## src/gpb_pkg.sv

```systemverilog
// Shared register map, field positions and carrier types of the port block.
package gpb_pkg;

  // Register indices; the bus byte address is four times the index.
  localparam logic [7:0] GPB_IDX_PB_DATA = 8'h06;
  localparam logic [7:0] GPB_IDX_PC_DATA = 8'h07;
  localparam logic [7:0] GPB_IDX_INTCTL = 8'h0B;
  localparam logic [7:0] GPB_IDX_OPTION = 8'h81;
  localparam logic [7:0] GPB_IDX_PB_DIR = 8'h86;
  localparam logic [7:0] GPB_IDX_PC_DIR = 8'h87;
  localparam logic [7:0] GPB_IDX_ANALOG = 8'h9F;
  localparam logic [7:0] GPB_IDX_IRQ_STAT = 8'hA0;
  localparam logic [7:0] GPB_IDX_IRQ_MASK = 8'hA1;

  // Address width needed to reach the highest index as a byte address.
  localparam int GPB_ADDR_W = 10;
  localparam int GPB_IDX_LSB = 2;

  // Reset values.
  localparam logic [7:0] GPB_RST_OPTION = 8'hFF;
  localparam logic [7:0] GPB_RST_DIR = 8'hFF;
  localparam logic [7:0] GPB_RST_ANALOG = 8'h00;
  localparam logic [7:0] GPB_RST_LATCH = 8'h00;
  localparam logic [1:0] GPB_RST_FLAGS = 2'h0;

  // Field positions.
  localparam int GPB_OPT_PULLUP_N = 7;
  localparam int GPB_OPT_EDGE = 6;
  localparam int GPB_FLAG_CHANGE = 0;
  localparam int GPB_FLAG_EXT = 1;

  // Pins that take part in change detection.
  localparam logic [7:0] GPB_UPPER_MASK = 8'hF0;

  // Bus responses.
  localparam logic [1:0] GPB_RESP_OKAY = 2'h0;
  localparam logic [1:0] GPB_RESP_SLVERR = 2'h2;

  // Peripheral claim on the eight pins of one port.
  typedef struct packed {
    logic [7:0] own;
    logic [7:0] oe;
    logic [7:0] dout;
  } gpb_periph_t;

endpackage

```

## src/gpb_port.sv

```systemverilog
// Two general-purpose ports with change interrupt, behind an AXI4-Lite slave.
// How it works
// Direction bit 1 makes a pin input, 0 drives the output latch.
// Active-low option bit 7 enables all first-port weak pull-ups.
// A pin's pull-up is off while that pin drives as output.
// Reset sets the option register to all ones, pull-ups off.
// Analog select chooses analog or digital; analog pins read zero.
// Only the upper four first-port input pins are change-monitored.
// Monitored pins differ from snapshot: OR of mismatches sets change flag.
// The change flag wakes the device from sleep.
// Any read or write of first-port data refreshes the snapshot.
// A lasting mismatch keeps setting the flag; clear fails until read.
// Software should not poll the first port when using change interrupts.
// First-port pin 0 is an external interrupt, edge chosen by bit 6.
// An owning peripheral overrides the direction bit of its pin.
// Software should avoid read-modify-write of direction under override.
// Second-port pin output comes from latch or peripheral by select.
// Peripheral output enable acts only while its select is active.
// Data reads return pin levels; writes change only the latch.
// Pin inputs are synchronised before comparison and read.
module gpb_port
  import gpb_pkg::*;
#(
  parameter int ADDR_W = GPB_ADDR_W
) (
  input wire logic aclk, // Core clock, 20 MHz.
  input wire logic aresetn, // Synchronous reset, active low.
  input wire logic [ADDR_W-1:0] s_awaddr, // Write address.
  input wire logic s_awvalid, // Write address valid.
  output logic s_awready, // Write address ready.
  input wire logic [31:0] s_wdata, // Write data.
  input wire logic [3:0] s_wstrb, // Write byte strobes.
  input wire logic s_wvalid, // Write data valid.
  output logic s_wready, // Write data ready.
  output logic [1:0] s_bresp, // Write response.
  output logic s_bvalid, // Write response valid.
  input wire logic s_bready, // Write response ready.
  input wire logic [ADDR_W-1:0] s_araddr, // Read address.
  input wire logic s_arvalid, // Read address valid.
  output logic s_arready, // Read address ready.
  output logic [31:0] s_rdata, // Read data.
  output logic [1:0] s_rresp, // Read response.
  output logic s_rvalid, // Read data valid.
  input wire logic s_rready, // Read data ready.
  input wire logic [7:0] pb_in, // First-port pin levels.
  output logic [7:0] pb_out, // First-port drive values.
  output logic [7:0] pb_oe, // First-port drive enables, high drives.
  output logic [7:0] pb_pullup, // First-port weak pull-up enables.
  input wire gpb_periph_t pb_periph, // Peripheral claim on first port.
  input wire logic [7:0] pc_in, // Second-port pin levels.
  output logic [7:0] pc_out, // Second-port drive values.
  output logic [7:0] pc_oe, // Second-port drive enables, high drives.
  input wire gpb_periph_t pc_periph, // Peripheral claim on second port.
  input wire logic sleep_mode, // Core is asleep.
  output logic wake, // Request to leave sleep.
  output logic irq // Level interrupt.
);

  // Word indices above the address width could never be reached.
  initial begin
    if (ADDR_W < GPB_ADDR_W) begin
      $error("gpb_port: ADDR_W too small for the register map");
    end
  end

  // Effective direction, 1 means input; a peripheral claim wins.
  function automatic logic [7:0] gpb_eff_dir(input logic [7:0] dir,
                                             input gpb_periph_t p);
    gpb_eff_dir = (p.own & ~p.oe) | (~p.own & dir);
  endfunction

  // True for every index that has a register behind it.
  function automatic logic gpb_mapped(input logic [7:0] idx);
    gpb_mapped = (idx == GPB_IDX_PB_DATA) || (idx == GPB_IDX_PC_DATA) ||
                 (idx == GPB_IDX_INTCTL) || (idx == GPB_IDX_OPTION) ||
                 (idx == GPB_IDX_PB_DIR) || (idx == GPB_IDX_PC_DIR) ||
                 (idx == GPB_IDX_ANALOG) || (idx == GPB_IDX_IRQ_STAT) ||
                 (idx == GPB_IDX_IRQ_MASK);
  endfunction

  logic [7:0] option_control;
  logic [7:0] first_port_direction;
  logic [7:0] second_port_direction;
  logic [7:0] analog_select_control;
  logic [7:0] first_port_latch;
  logic [7:0] second_port_latch;
  logic [1:0] interrupt_control;
  logic [1:0] irq_status;
  logic [1:0] irq_mask;
  logic [7:0] change_snapshot;
  logic ext_pin_q;
  logic [ADDR_W-1:0] aw_q;
  logic [7:0] wd_q;
  logic ws_q;
  logic [7:0] pb_sync;
  logic [7:0] pc_sync;

  // Pins are brought into the core domain before any use.
  gpb_sync #(.W(8)) u_sync_b (
    .aclk(aclk),
    .aresetn(aresetn),
    .din(pb_in),
    .dout(pb_sync)
  );
  gpb_sync #(.W(8)) u_sync_c (
    .aclk(aclk),
    .aresetn(aresetn),
    .din(pc_in),
    .dout(pc_sync)
  );

  // Pin-side decode: direction, digital view and change compare.
  wire [7:0] eff_dir_b = gpb_eff_dir(first_port_direction, pb_periph);
  wire [7:0] eff_dir_c = gpb_eff_dir(second_port_direction, pc_periph);
  wire [7:0] pb_digital = pb_sync & analog_select_control;
  wire [7:0] monitored = GPB_UPPER_MASK & eff_dir_b;
  wire mismatch = |((pb_digital ^ change_snapshot) & monitored);
  wire ext_pin = pb_digital[0];
  wire ext_edge = option_control[GPB_OPT_EDGE] ? (ext_pin & ~ext_pin_q)
                                               : (~ext_pin & ext_pin_q);
  wire [1:0] events = {ext_edge, mismatch};

  // Drive values; the port latch only reaches a pin no peripheral owns.
  wire [7:0] next_pb_out = (pb_periph.own & pb_periph.dout) |
                           (~pb_periph.own & first_port_latch);
  wire [7:0] next_pc_out = (pc_periph.own & pc_periph.dout) |
                           (~pc_periph.own & second_port_latch);
  wire [7:0] next_pb_pullup = eff_dir_b &
                              {8{~option_control[GPB_OPT_PULLUP_N]}};

  // Bus decode. A write goes ahead once address and data are both held.
  wire rd_go = s_arvalid & s_arready;
  wire [7:0] rd_idx = s_araddr[GPB_IDX_LSB +: 8];
  wire wr_go = ~s_awready & ~s_wready & ~s_bvalid;
  wire [7:0] wr_idx = aw_q[GPB_IDX_LSB +: 8];
  wire wr_ok = gpb_mapped(wr_idx);
  wire wr_en = wr_go & wr_ok & ws_q;
  wire pb_touch = (rd_go & (rd_idx == GPB_IDX_PB_DATA)) |
                  (wr_go & (wr_idx == GPB_IDX_PB_DATA));
  wire stat_read = rd_go & (rd_idx == GPB_IDX_IRQ_STAT);

  // Read selection; direction reads show the override in force.
  wire [7:0] rd_byte =
    (rd_idx == GPB_IDX_PB_DATA) ? pb_digital :
    (rd_idx == GPB_IDX_PC_DATA) ? pc_sync :
    (rd_idx == GPB_IDX_INTCTL) ? {6'h00, interrupt_control} :
    (rd_idx == GPB_IDX_OPTION) ? option_control :
    (rd_idx == GPB_IDX_PB_DIR) ? eff_dir_b :
    (rd_idx == GPB_IDX_PC_DIR) ? eff_dir_c :
    (rd_idx == GPB_IDX_ANALOG) ? analog_select_control :
    (rd_idx == GPB_IDX_IRQ_STAT) ? {6'h00, irq_status} :
    (rd_idx == GPB_IDX_IRQ_MASK) ? {6'h00, irq_mask} : 8'h00;

  // Flags: a hardware set always beats a software clear in the same cycle,
  // so a lasting mismatch re-sets the flag every cycle.
  wire [1:0] intctl_base = (wr_en && wr_idx == GPB_IDX_INTCTL) ?
                           wd_q[1:0] : interrupt_control;
  wire [1:0] next_intctl = intctl_base | events;
  wire [1:0] next_status = (stat_read ? 2'h0 : irq_status) | events;

  // Write address and data channels, taken in either order.
  always_ff @(posedge aclk) begin
    if (!aresetn) begin
      s_awready <= 1'b1;
      s_wready <= 1'b1;
      s_bvalid <= 1'b0;
      s_bresp <= GPB_RESP_OKAY;
      aw_q <= '0;
      wd_q <= 8'h00;
      ws_q <= 1'b0;
    end else begin
      if (s_awvalid && s_awready) begin
        s_awready <= 1'b0;
        aw_q <= s_awaddr;
      end
      if (s_wvalid && s_wready) begin
        s_wready <= 1'b0;
        wd_q <= s_wdata[7:0];
        ws_q <= s_wstrb[0];
      end
      if (wr_go) begin
        s_bvalid <= 1'b1;
        s_bresp <= wr_ok ? GPB_RESP_OKAY : GPB_RESP_SLVERR;
      end else if (s_bvalid && s_bready) begin
        s_bvalid <= 1'b0;
        s_awready <= 1'b1;
        s_wready <= 1'b1;
      end
    end
  end

  // Read channel; data is captured at the address handshake.
  always_ff @(posedge aclk) begin
    if (!aresetn) begin
      s_arready <= 1'b1;
      s_rvalid <= 1'b0;
      s_rdata <= 32'h0000_0000;
      s_rresp <= GPB_RESP_OKAY;
    end else if (rd_go) begin
      s_arready <= 1'b0;
      s_rvalid <= 1'b1;
      s_rdata <= {24'h00_0000, rd_byte};
      s_rresp <= gpb_mapped(rd_idx) ? GPB_RESP_OKAY : GPB_RESP_SLVERR;
    end else if (s_rvalid && s_rready) begin
      s_rvalid <= 1'b0;
      s_arready <= 1'b1;
    end
  end

  // Software-written configuration. Only byte lane 0 carries data.
  always_ff @(posedge aclk) begin
    if (!aresetn) begin
      option_control <= GPB_RST_OPTION;
      first_port_direction <= GPB_RST_DIR;
      second_port_direction <= GPB_RST_DIR;
      analog_select_control <= GPB_RST_ANALOG;
      first_port_latch <= GPB_RST_LATCH;
      second_port_latch <= GPB_RST_LATCH;
      irq_mask <= GPB_RST_FLAGS;
    end else if (wr_en) begin
      case (wr_idx)
        GPB_IDX_OPTION: option_control <= wd_q;
        GPB_IDX_PB_DIR: first_port_direction <= wd_q;
        GPB_IDX_PC_DIR: second_port_direction <= wd_q;
        GPB_IDX_ANALOG: analog_select_control <= wd_q;
        GPB_IDX_PB_DATA: first_port_latch <= wd_q;
        GPB_IDX_PC_DATA: second_port_latch <= wd_q;
        GPB_IDX_IRQ_MASK: irq_mask <= wd_q[1:0];
        default: irq_mask <= irq_mask;
      endcase
    end
  end

  // Change snapshot and interrupt flags. Polling the data register also
  // refreshes the snapshot, which can hide a short key press.
  always_ff @(posedge aclk) begin
    if (!aresetn) begin
      change_snapshot <= 8'h00;
      ext_pin_q <= 1'b0;
      interrupt_control <= GPB_RST_FLAGS;
      irq_status <= GPB_RST_FLAGS;
    end else begin
      if (pb_touch) begin
        change_snapshot <= pb_digital;
      end
      ext_pin_q <= ext_pin;
      interrupt_control <= next_intctl;
      irq_status <= next_status;
    end
  end

  // Registered pin drive, wake and interrupt outputs.
  always_ff @(posedge aclk) begin
    if (!aresetn) begin
      pb_out <= 8'h00;
      pb_oe <= 8'h00;
      pb_pullup <= 8'h00;
      pc_out <= 8'h00;
      pc_oe <= 8'h00;
      wake <= 1'b0;
      irq <= 1'b0;
    end else begin
      pb_out <= next_pb_out;
      pb_oe <= ~eff_dir_b;
      pb_pullup <= next_pb_pullup;
      pc_out <= next_pc_out;
      pc_oe <= ~eff_dir_c;
      wake <= sleep_mode & interrupt_control[GPB_FLAG_CHANGE];
      irq <= |(irq_status & irq_mask);
    end
  end
endmodule

```

## src/gpb_sync.sv

```systemverilog
// Two-flop synchroniser for a bus of asynchronous pin levels.
module gpb_sync #(
  parameter int W = 8
) (
  input wire logic aclk, // Core clock.
  input wire logic aresetn, // Synchronous reset, active low.
  input wire logic [W-1:0] din, // Raw pin levels.
  output logic [W-1:0] dout // Levels safe to use in the core domain.
);

  logic [W-1:0] stage1;

  // A zero width would leave nothing to sample.
  initial begin
    if (W < 1) begin
      $error("gpb_sync: W must be at least 1");
    end
  end

  // The first stage feeds only the second, so a metastable value
  // never reaches a comparator.
  always_ff @(posedge aclk) begin
    if (!aresetn) begin
      stage1 <= '0;
      dout <= '0;
    end else begin
      stage1 <= din;
      dout <= stage1;
    end
  end

endmodule

```

## config.mk

```make
export PLATFORM = sky130hd
export DESIGN_NAME = gpb_port
export DESIGN_NICKNAME = d
export VERILOG_FILES = /design/src/gpb_pkg.sv /design/src/gpb_port.sv /design/src/gpb_sync.sv
export SDC_FILE = /design/constraint.sdc
export NUM_CORES = 1
export LEC_CHECK = 0
export BUFFER_PORTS_ARGS = -buffer_cell sky130_fd_sc_hd__buf_4
export CAP_MARGIN = 20
export CORE_UTILIZATION = 51
export DETAILED_ROUTE_END_ITERATION = 16
export GPL_TIMING_DRIVEN = 0
export PLACE_DENSITY = 0.91
export SLEW_MARGIN = 25
export SYNTH_ARGS = -nofsm -noshare
export SYNTH_HDL_FRONTEND = slang
export SYNTH_SLANG_ARGS = --single-unit
```

## constraint.sdc

```tcl
create_clock -name aclk -period 2.2 [get_ports aclk]
set_clock_uncertainty 0.05 [all_clocks]
set_input_delay 0.11 -clock aclk [delete_from_list [all_inputs] [get_ports aclk]]
set_output_delay 0.11 -clock aclk [all_outputs]
set_load 0.01 [all_outputs]
```

# == After elaboration in Yosys (flattened, before gate mapping) ==
# Cells that the tools add are included.
# op_classes
n_reduce_logical,32
mux,26
n_bitwise,43
eq_ne,18
# ops
operator,n
$eq 8x8->1 const B,12
$and 8x8->8,11
$mux 8,7
$not 8->8,6
$eq 8x3->1 const B,4
$or 8x8->8,4
$eq 8x4->1 const B,2
$logic_or 1x1->1,16
$reduce_and 2->1,7
$mux 1,13
$mux 2,6
$and 1x1->1,11
$reduce_or 8->1,1
$xor 8x8->8,1
$not 1->1,6
$logic_and 1x1->1,5
$or 2x2->2,2
$reduce_bool 2->1,2
$and 2x2->2,1
$reduce_or 2->1,1
$or 1x1->1,1
# totals
elab_cells,152
ff_bits,173

# == Logic depth before layout (Yosys ltp) ==
# Gate-level depths: netlist (run 1).
# logic_depth
ltp_word,14
ltp_mapped,7
depth_no_buf,5

# == By module ==
# From an unflattened synthesis (run 1), not the netlist that was laid out.
# hier_totals
hier_cells,726
area_unflattened_um2,6687.7
# by_module_without_submodules
module,seq_area_each_um2,area_per_inst_um2,n_inst,cells_each
gpb_port,2662.6,5794.3,1,660
gpb_sync,320.3,446.7,2,33

# == Worst setup path before layout (run 1) ==
# Ideal clock, no wire load.
# synth_path
kind,register to register
from,register s_bvalid
to,register option_control[0]
required_time_ps,2021
path_slack_ps,287
arrival_time_ps,1733
path_buffers,0
setup_time_ps,129
path_stages_with_launch,6
synth_period_minus_slack_ps,1913
cell_sequence,dfxtp_1 or4b_1 nor2_1 nand4_2 mux2i_1 nand2_1
# synth_between
elab_chain_len,5
# synth_lines
item,line,rtl
start: declaration,gpb_port.sv:36,"output logic s_bvalid,"
start signal: assignment,gpb_port.sv:166,s_bvalid <= 1'b0;
start signal: assignment,gpb_port.sv:182,s_bvalid <= 1'b1;
start signal: assignment,gpb_port.sv:185,s_bvalid <= 1'b0;
$not 1->1,gpb_port.sv:134,wire wr_go = ~s_awready & ~s_wready & ~s_bvalid;
$and 1x1->1,gpb_port.sv:134,
$and 1x1->1 (2 in a row),gpb_port.sv:137,wire wr_en = wr_go & wr_ok & ws_q;
$reduce_and 2->1 (no source line),-,
end signal: assignment,gpb_port.sv:222,GPB_IDX_OPTION: option_control <= wd_q;
end: declaration,gpb_port.sv:81,logic [7:0] option_control;
# Every way passes these cells.
# A chain may end at the register's enable or synchronous reset.

# == Final worst setup path (run 1) ==
# layout_path
from,register aw_q[4]
to,register first_port_latch[3]
# layout_between
elab_chain_len,12
word_cells_on_any_way,20
cone_classes,9 x eq/ne; 2 x bitwise; 9 x reduce/logical
# layout_lines
item,line,rtl
start: declaration,gpb_port.sv:92,logic [ADDR_W-1:0] aw_q;
start signal: assignment,gpb_port.sv:174,aw_q <= s_awaddr;
"$eq 8x3->1, on equally long branches","gpb_port.sv:74, gpb_port.sv:221",
$logic_or 1x1->1 (2 in a row),gpb_port.sv:74,gpb_mapped = (idx == GPB_IDX_PB_DATA) || (idx == GPB_IDX_PC_DATA) ||
$logic_or 1x1->1 (2 in a row),gpb_port.sv:75,(idx == GPB_IDX_INTCTL) || (idx == GPB_IDX_OPTION) ||
$logic_or 1x1->1 (2 in a row),gpb_port.sv:76,(idx == GPB_IDX_PB_DIR) || (idx == GPB_IDX_PC_DIR) ||
$logic_or 1x1->1 (2 in a row),gpb_port.sv:77,(idx == GPB_IDX_ANALOG) || (idx == GPB_IDX_IRQ_STAT) ||
$and 1x1->1 (2 in a row),gpb_port.sv:137,
$reduce_and 2->1 (no source line) (*),-,
end signal: assignment,gpb_port.sv:226,GPB_IDX_PB_DATA: first_port_latch <= wd_q;
end: declaration,gpb_port.sv:85,logic [7:0] first_port_latch;
# Every way passes the cells marked *; elsewhere a longest branch is shown, timed or not.

==> results.md, run 1 <==
* Status: finished with violations
* Failing checks: hold timing, setup timing
* Total Power at 0.00697 W
* Dpl ws at -0.0887 ns
* Switch Pwr at 0.00180 W
* First-pass GRT wire length at 35.4 mm
* Via density at 5.74
* Worst hold start: s_awvalid
* Clock buffer depth at 2
* Final GP Congestion at 0.936
* First-pass detailed-route iteration total at 6
* Most common cell after layout, fill and taps aside: buf_4
* Remaining Overflow, GRT at 0
* Setup violators final at 9
* Sequential-to-total area share from yosys stat at 48.2%
* Avg Cell Area, Syn at 9.59 sq um
* Largest family of logic cells by synthesized area: simple AND/OR/NAND/NOR gates
* Crit path DAT at 2.60 ns
* Starting Density at 53.2%
* Initial antenna violation count at 1
* Yosys reg bits at 165
* Worst slew margin at 37.8%
* DR vias at 6751
* Initial drt markers at 888
* Clock buffer count from CTS at 17
* RR Startpoint: aw_q[4]
* M2 GR Usage at 55.5%
* Top cell type's share of synthesized area at 48.2%
* Antenna diodes at 0
* Tot GR Track Use at 33.2%
* GRT met1 Usage at 36.8%
* TritonCTS clock tree: built
* CTS Sinks at 165
* Worst skew pair latency at 0.45 ns
* Max-cap violations at 0
* Crit Path Category: flop to flop
* Stages on the worst setup path at 5
* Share of layout cells above drive strength 1 at 24.1%
* Worst-path cell chain: nand2_1, nor3_1, nand2_2, mux2i_1, nor2b_1
* RSZ-0062 raised after global routing: yes
* Primary FF master, synth: dfxtp_1
* Part of the power in registers at 45.0%
* Post-Synth XOR/XNOR Area at 0.767%
* Die area at 0.0139 sq mm
* Synth area leaders: dfxtp_1 (48%), mux2i_1 (11%), and2_1 (5.0%)
* Fin crit period at 2.32 ns
* WHS at -0.00159 ns
* Most frequent cells in the layout: buf_4 (175), dfxtp_1 (165), dlygate4sd3_1 (84), mux2i_1 (73), nand2_1 (71)
* Die height at 118 um
* FP Rows at 41
* CP Buf/Inv Count at 0
* Area growth from synthesis to layout at 43.0%
* Clk pwr share at 43.9%
* Leakage at 4.40 nW
* Largest net degree at the start of global routing at 17
* PD cells at 712 mW/mm^2
* Crit path launch type: flop
* Syn Inst Count at 714
* Worst slew pin tran at 0.926 ns
* Synth unique cells at 67
* Slowest stage delay, CP at 0.61 ns
* Yosys top cell by area: dfxtp_1
* FFs w/ async S/R, synth at 0%
* Worst-case reg-to-reg path depth at 5
* Root Buffer: clkbuf_16
* Final HPWL DP at 13.9 mm
* Netlist Area Pre-Place at 0.00685 sq mm
* Min setup slack post-route at -0.117 ns
* M3 GR Usage at 7.95%
* Fin crit share at 105%
* Nets at 1120
* Net Sw Frac at 25.7%
* Delay-heaviest family, CP: simple AND/OR/NAND/NOR gates
* Num ports at 211
* YS warnings at 0
* Die width at 118 um
* CP endpoint kind: flop
* Slowest CP cell: nor3_1
* Post-synth EDFFs at 0
* Vias in the first global route at 6751
* Wire per inst at 20.1 um
* Drt total wl at 23.7 mm
* Synth Area in Compound Gates at 11.3%
* Fillers at 812
* Final hold violation count at 1
* Hold Path Class: input pin to flop
* Required @ worst endpoint at 2.48 ns
* CP max FO at 8
* H-tree lvl count at 4
* Top Usage Layer GRT: met2
* Hold path depth at 2
* Post-Synth Simple-Gate Area at 23.1%
* Post-synthesis mux area share at 11.0%
* Core ar. at 0.0129 sq mm
* Fmax at 432 MHz
* Worst Setup SP: aw_q[4]
* Post-Synth Adder-Cell Area at 0%
* Pint at 0.00518 W
* Port bufs at 148
* Final Max Tran Viols at 0
* Routed Antenna Nets at 0
* CTS clock-pin slew for the worst setup and hold paths at 0.07 ns
* DRC viols at 0
* Peak VDD IR at 0.666 mV
* Combinational share of power at 11.1%
* R2R setup slack at -0.12 ns
[cell usage after synthesis (3+ instances only)]
| library cell | number |
|---|---|
| a211oi_1 | 3 |
| a21boi_0 | 27 |
| a21o_1 | 3 |
| a21oi_1 | 11 |
| a31oi_1 | 5 |
| and2_1 | 55 |
| and3_1 | 4 |
| buf_2 | 7 |
| buf_4 | 26 |
| clkbuf_1 | 28 |
| dfxtp_1 | 165 |
| inv_1 | 4 |
| mux2i_1 | 73 |
| nand2_1 | 72 |
| nand2b_1 | 7 |
| nand3_1 | 24 |
| nand3b_1 | 3 |
| nand4_1 | 3 |
| nor2_1 | 19 |
| nor2b_1 | 50 |
| nor3_1 | 14 |
| nor3b_1 | 4 |
| nor4_1 | 4 |
| o21a_1 | 3 |
| o21ai_0 | 28 |
| o221ai_1 | 5 |
| o31ai_1 | 3 |
| or3_1 | 4 |
| xnor2_1 | 5 |
[power groups by stage]
stage / clock network, W / registers, W / logic (W)
floorplan: 0 / 0.00320 / 0.000295
global placement: 0 / 0.00319 / 0.000602
detailed placement: 0 / 0.00319 / 0.000610
CTS: 0.00301 / 0.00313 / 0.000731
global route: 0.00317 / 0.00314 / 0.000821
finish: 0.00306 / 0.00314 / 0.000777
[through the flow]
step           utilization, %  std cells  area, sq um  hold slack, ns  setup TNS, ns
5_1_grt                  76.1       1177         9800          0.0683         -0.573
6_report                 76.1       1177         9800        -0.00159         -0.357
4_1_cts                  75.4       1175         9710        0.000601         -0.401
2_1_floorplan               -        739         6940           0.187              0
3_5_place_dp             64.2       1059         8270           0.272         -0.516
3_3_place_gp             64.2       1059         8270           0.272        -0.0367
[logic make-up after synthesis]
family	Yosys count
xor+xnor	6
compound gates	113
buf+inv	70
other cells	1
mux	75
simple gates	284
flops	165
[cell type report]
type,count,area [sq um],area share (%)
Multi-Input combinational cell,504,3330,34.0
Clock inverter,15,166,1.70
Timing Repair Buffer,234,1980,20.2
Clock buffer,17,425,4.34
Inverter,5,18.8,0.192
Tap cell,172,215,2.20
Buffer,65,360,3.68
Sequential cell,165,3300,33.7
[timing repair]
| action | in CTS | in global routing |
|---|---|---|
| setup buffers | 0 | 2 |
| hold buffers | 84 | 0 |
| setup endpoints to repair | 8 | 47 |
| resized for setup | 1 | 10 |
| pin swaps | 0 | 1 |
| hold endpoints to repair | 65 | 0 |
[metal layers]
| metal | vias to the layer above | share of wire (%) |
|---|---|---|
| met5 | - | 0 |
| met4 | 0 | 6.7 |
| met3 | 140 | 9.9 |
| met2 | 526 | 47 |
| met1 | 3120 | 36 |
| li1 | 2965 | - |
[path summary, 6_finish.rpt]
check / end
setup / recovery: first_port_latch[3]
setup reg to reg: first_port_latch[3]
hold reg to reg: u_sync_c.dout[1]
hold / removal: s_awready
Power figures use the tool's default switching activity.
==> inputs of run 2 (changes only) <==
--- a/config.mk
+++ b/config.mk
@@ -7,10 +7,10 @@
 export LEC_CHECK = 0
 export BUFFER_PORTS_ARGS = -buffer_cell sky130_fd_sc_hd__buf_4
 export CAP_MARGIN = 20
-export CORE_UTILIZATION = 51
+export CORE_UTILIZATION = 55
 export DETAILED_ROUTE_END_ITERATION = 16
 export GPL_TIMING_DRIVEN = 0
-export PLACE_DENSITY = 0.91
+export PLACE_DENSITY = 0.95
 export SLEW_MARGIN = 25
 export SYNTH_ARGS = -nofsm -noshare
 export SYNTH_HDL_FRONTEND = slang
==> constraint.sdc (replaced) <==
create_clock -name aclk -period 2.8 [get_ports aclk]
set_clock_uncertainty 0.05 [all_clocks]
set_input_delay 0.14 -clock aclk [delete_from_list [all_inputs] [get_ports aclk]]
set_output_delay 0.14 -clock aclk [all_outputs]
set_load 0.01 [all_outputs]
==> results.md, run 2 (synthesis gave the netlist of run 1 again) <==
* Status: finished with violations (unchanged)
* Failing checks: hold timing (was hold timing, setup timing)
* Crit path launch type: flop (unchanged)
* Worst slew pin tran at 0.838 ns (was 0.926 ns)
* Fin crit period at 2.51 ns (was 2.32 ns)
* Worst-path cell chain: or4b_1, nor2_1, nand4_2, mux2i_1, nand2_1 (was nand2_1, nor3_1, nand2_2, mux2i_1, nor2b_1)
* RSZ-0062 raised after global routing: no (was yes)
* Die width at 114 um (was 118 um)
* H-tree lvl count at 4 (unchanged)
* CTS Sinks at 165 (unchanged)
* Area growth from synthesis to layout at 39.4% (was 43.0%)
* Vias in the first global route at 6618 (was 6751)
* First-pass detailed-route iteration total at 5 (was 6)
* Root Buffer: clkbuf_16 (unchanged)
* Clock buffer depth at 2 (unchanged)
* Initial drt markers at 1080 (was 888)
* Cts repair resizes at 0 (was 1)
* Final hold violation count at 2 (was 1)
* Die area at 0.0129 sq mm (was 0.0139 sq mm)
* DR vias at 6755 (was 6751)
* Slowest stage delay, CP at 0.56 ns (was 0.61 ns)
* Antenna diodes at 0 (unchanged)
* Drt total wl at 23.2 mm (was 23.7 mm)
* Setup tns final at 0 ns (was -0.357 ns)
* Most frequent cells in the layout: buf_4 (174), dfxtp_1 (165), mux2i_1 (73), nand2_1 (72), dlygate4sd3_1 (72) (was buf_4 (175), dfxtp_1 (165), dlygate4sd3_1 (84), mux2i_1 (73), nand2_1 (71))
* Hold Path Class: input pin to flop (unchanged)
* Leakage at 4.30 nW (was 4.40 nW)
* Fin crit share at 89.6% (was 105%)
* First-pass GRT wire length at 34.7 mm (was 35.4 mm)
* Num ports at 211 (unchanged)
* Routed Antenna Nets at 0 (unchanged)
* Crit path DAT at 2.75 ns (was 2.60 ns)
* Total Power at 0.00531 W (was 0.00697 W)
* Port bufs at 148 (unchanged)
* Fillers at 696 (was 812)
* CP max FO at 8 (unchanged)
* Crit Path Category: flop to flop (unchanged)
* Peak VDD IR at 0.493 mV (was 0.666 mV)
* Clock buffer count from CTS at 17 (unchanged)
* Slowest CP cell: or4b_1 (was nor3_1)
* WHS at -0.00781 ns (was -0.00159 ns)
* Setup violators final at 0 (was 9)
* Largest net degree at the start of global routing at 17 (unchanged)
* CTS clock-pin slew for the worst setup and hold paths at 0.07 ns (about the same)
* Fmax at 398 MHz (was 432 MHz)
* Final GP Congestion at 0.951 (was 0.936)
* Required @ worst endpoint at 3.04 ns (was 2.48 ns)
* Nets at 1106 (was 1120)
* Starting Density at 56.8% (was 53.2%)
* Share of layout cells above drive strength 1 at 23.6% (was 24.1%)
* Final Max Tran Viols at 0 (unchanged)
* Worst slew margin at 43.5% (was 37.8%)
* CP endpoint kind: flop (unchanged)
* Remaining Overflow, GRT at 0 (unchanged)
* Core ar. at 0.0121 sq mm (was 0.0129 sq mm)
* Worst skew pair latency at 0.45 ns (about the same)
* FP Rows at 40 (was 41)
* DRC viols at 0 (unchanged)
* Max-cap violations at 0 (unchanged)
* Die height at 114 um (was 118 um)
* TritonCTS clock tree: built (unchanged)
* Most common cell after layout, fill and taps aside: buf_4 (unchanged)
* Initial antenna violation count at 1 (unchanged)
* PD cells at 557 mW/mm^2 (was 712 mW/mm^2)
* Final HPWL DP at 13.5 mm (was 13.9 mm)
* Via density at 5.83 (was 5.74)
* Wire per inst at 20.0 um (was 20.1 um)
* Tot GR Track Use at 36.1% (was 33.2%)
-- run 2: critical path, delay by kind of cell, from the launching register on --
family / cells / cell delay (ns)
flip-flops: 1 / 0.36
AND/OR/NAND/NOR: 4 / 1.51
multiplexers: 1 / 0.42
-- run 2: metrics by stage --
step / hold WS [ns] / util (%) / setup WS [ns] / std cells / area [sq um]
5_1_grt: 0.00169 / 79.1 / 0.303 / 1159 / 9550
3_3_place_gp: 0.299 / 68.5 / 0.610 / 1055 / 8260
4_1_cts: 0.000439 / 79.1 / 0.506 / 1158 / 9540
2_1_floorplan: 0.217 / - / 0.887 / 739 / 6940
6_report: -0.00781 / 79.1 / 0.291 / 1159 / 9550
3_5_place_dp: 0.302 / 68.5 / 0.561 / 1055 / 8260
-- run 2: final cells by class --
| type | count | area [sq um] | area share (%) |
|---|---|---|---|
| clock inverters | 11 | 100 | 1.05 |
| clock buffers | 21 | 460 | 4.82 |
| flip-flops and latches | 165 | 3300 | 34.6 |
| multi-input cells | 504 | 3260 | 34.2 |
| plain buffers | 65 | 360 | 3.78 |
| well taps | 168 | 210 | 2.20 |
| repair buffers | 220 | 1830 | 19.2 |
| inverters | 5 | 18.8 | 0.197 |
-- run 2: report_power, final --
| group | internal (W) | leakage (nW) | switching (W) |
|---|---|---|---|
| clock network | 0.00127 | 0.274 | 0.000984 |
| logic | 0.000306 | 2.68 | 0.000287 |
| registers | 0.00242 | 1.35 | 0.0000499 |
| total | 0.00399 | 4.30 | 0.00132 |
-- run 2: repair_timing --
action,in CTS,in global routing
setup buffers,0,0
hold endpoints to repair,59,1
hold buffers,71,1
-- run 2: per-layer routing --
| metal | share of wire (%) | vias up | wire length (um) | track usage [%] |
|---|---|---|---|---|
| li1 | - | 2951 | - | - |
| met1 | 35 | 3105 | 8010 | 39.3 |
| met2 | 47 | 522 | 10800 | 59.8 |
| met3 | 11 | 175 | 2580 | 10.7 |
| met4 | 7.4 | 2 | 1720 | 26.6 |
| met5 | 0.060 | - | 14 | 0 |
-- run 2: worst paths after layout --
check | start | end | slack, ns | cells past startpoint
worst max-delay path | s_wready | second_port_direction[4] | 0.29 | 5
worst max register to register | s_wready | second_port_direction[4] | 0.29 | 5
worst min-delay path | pc_periph[22] | pc_out[6] | -0.008 | 3
worst min register to register | u_sync_c.stage1[4] | u_sync_c.dout[4] | 0.38 | 1
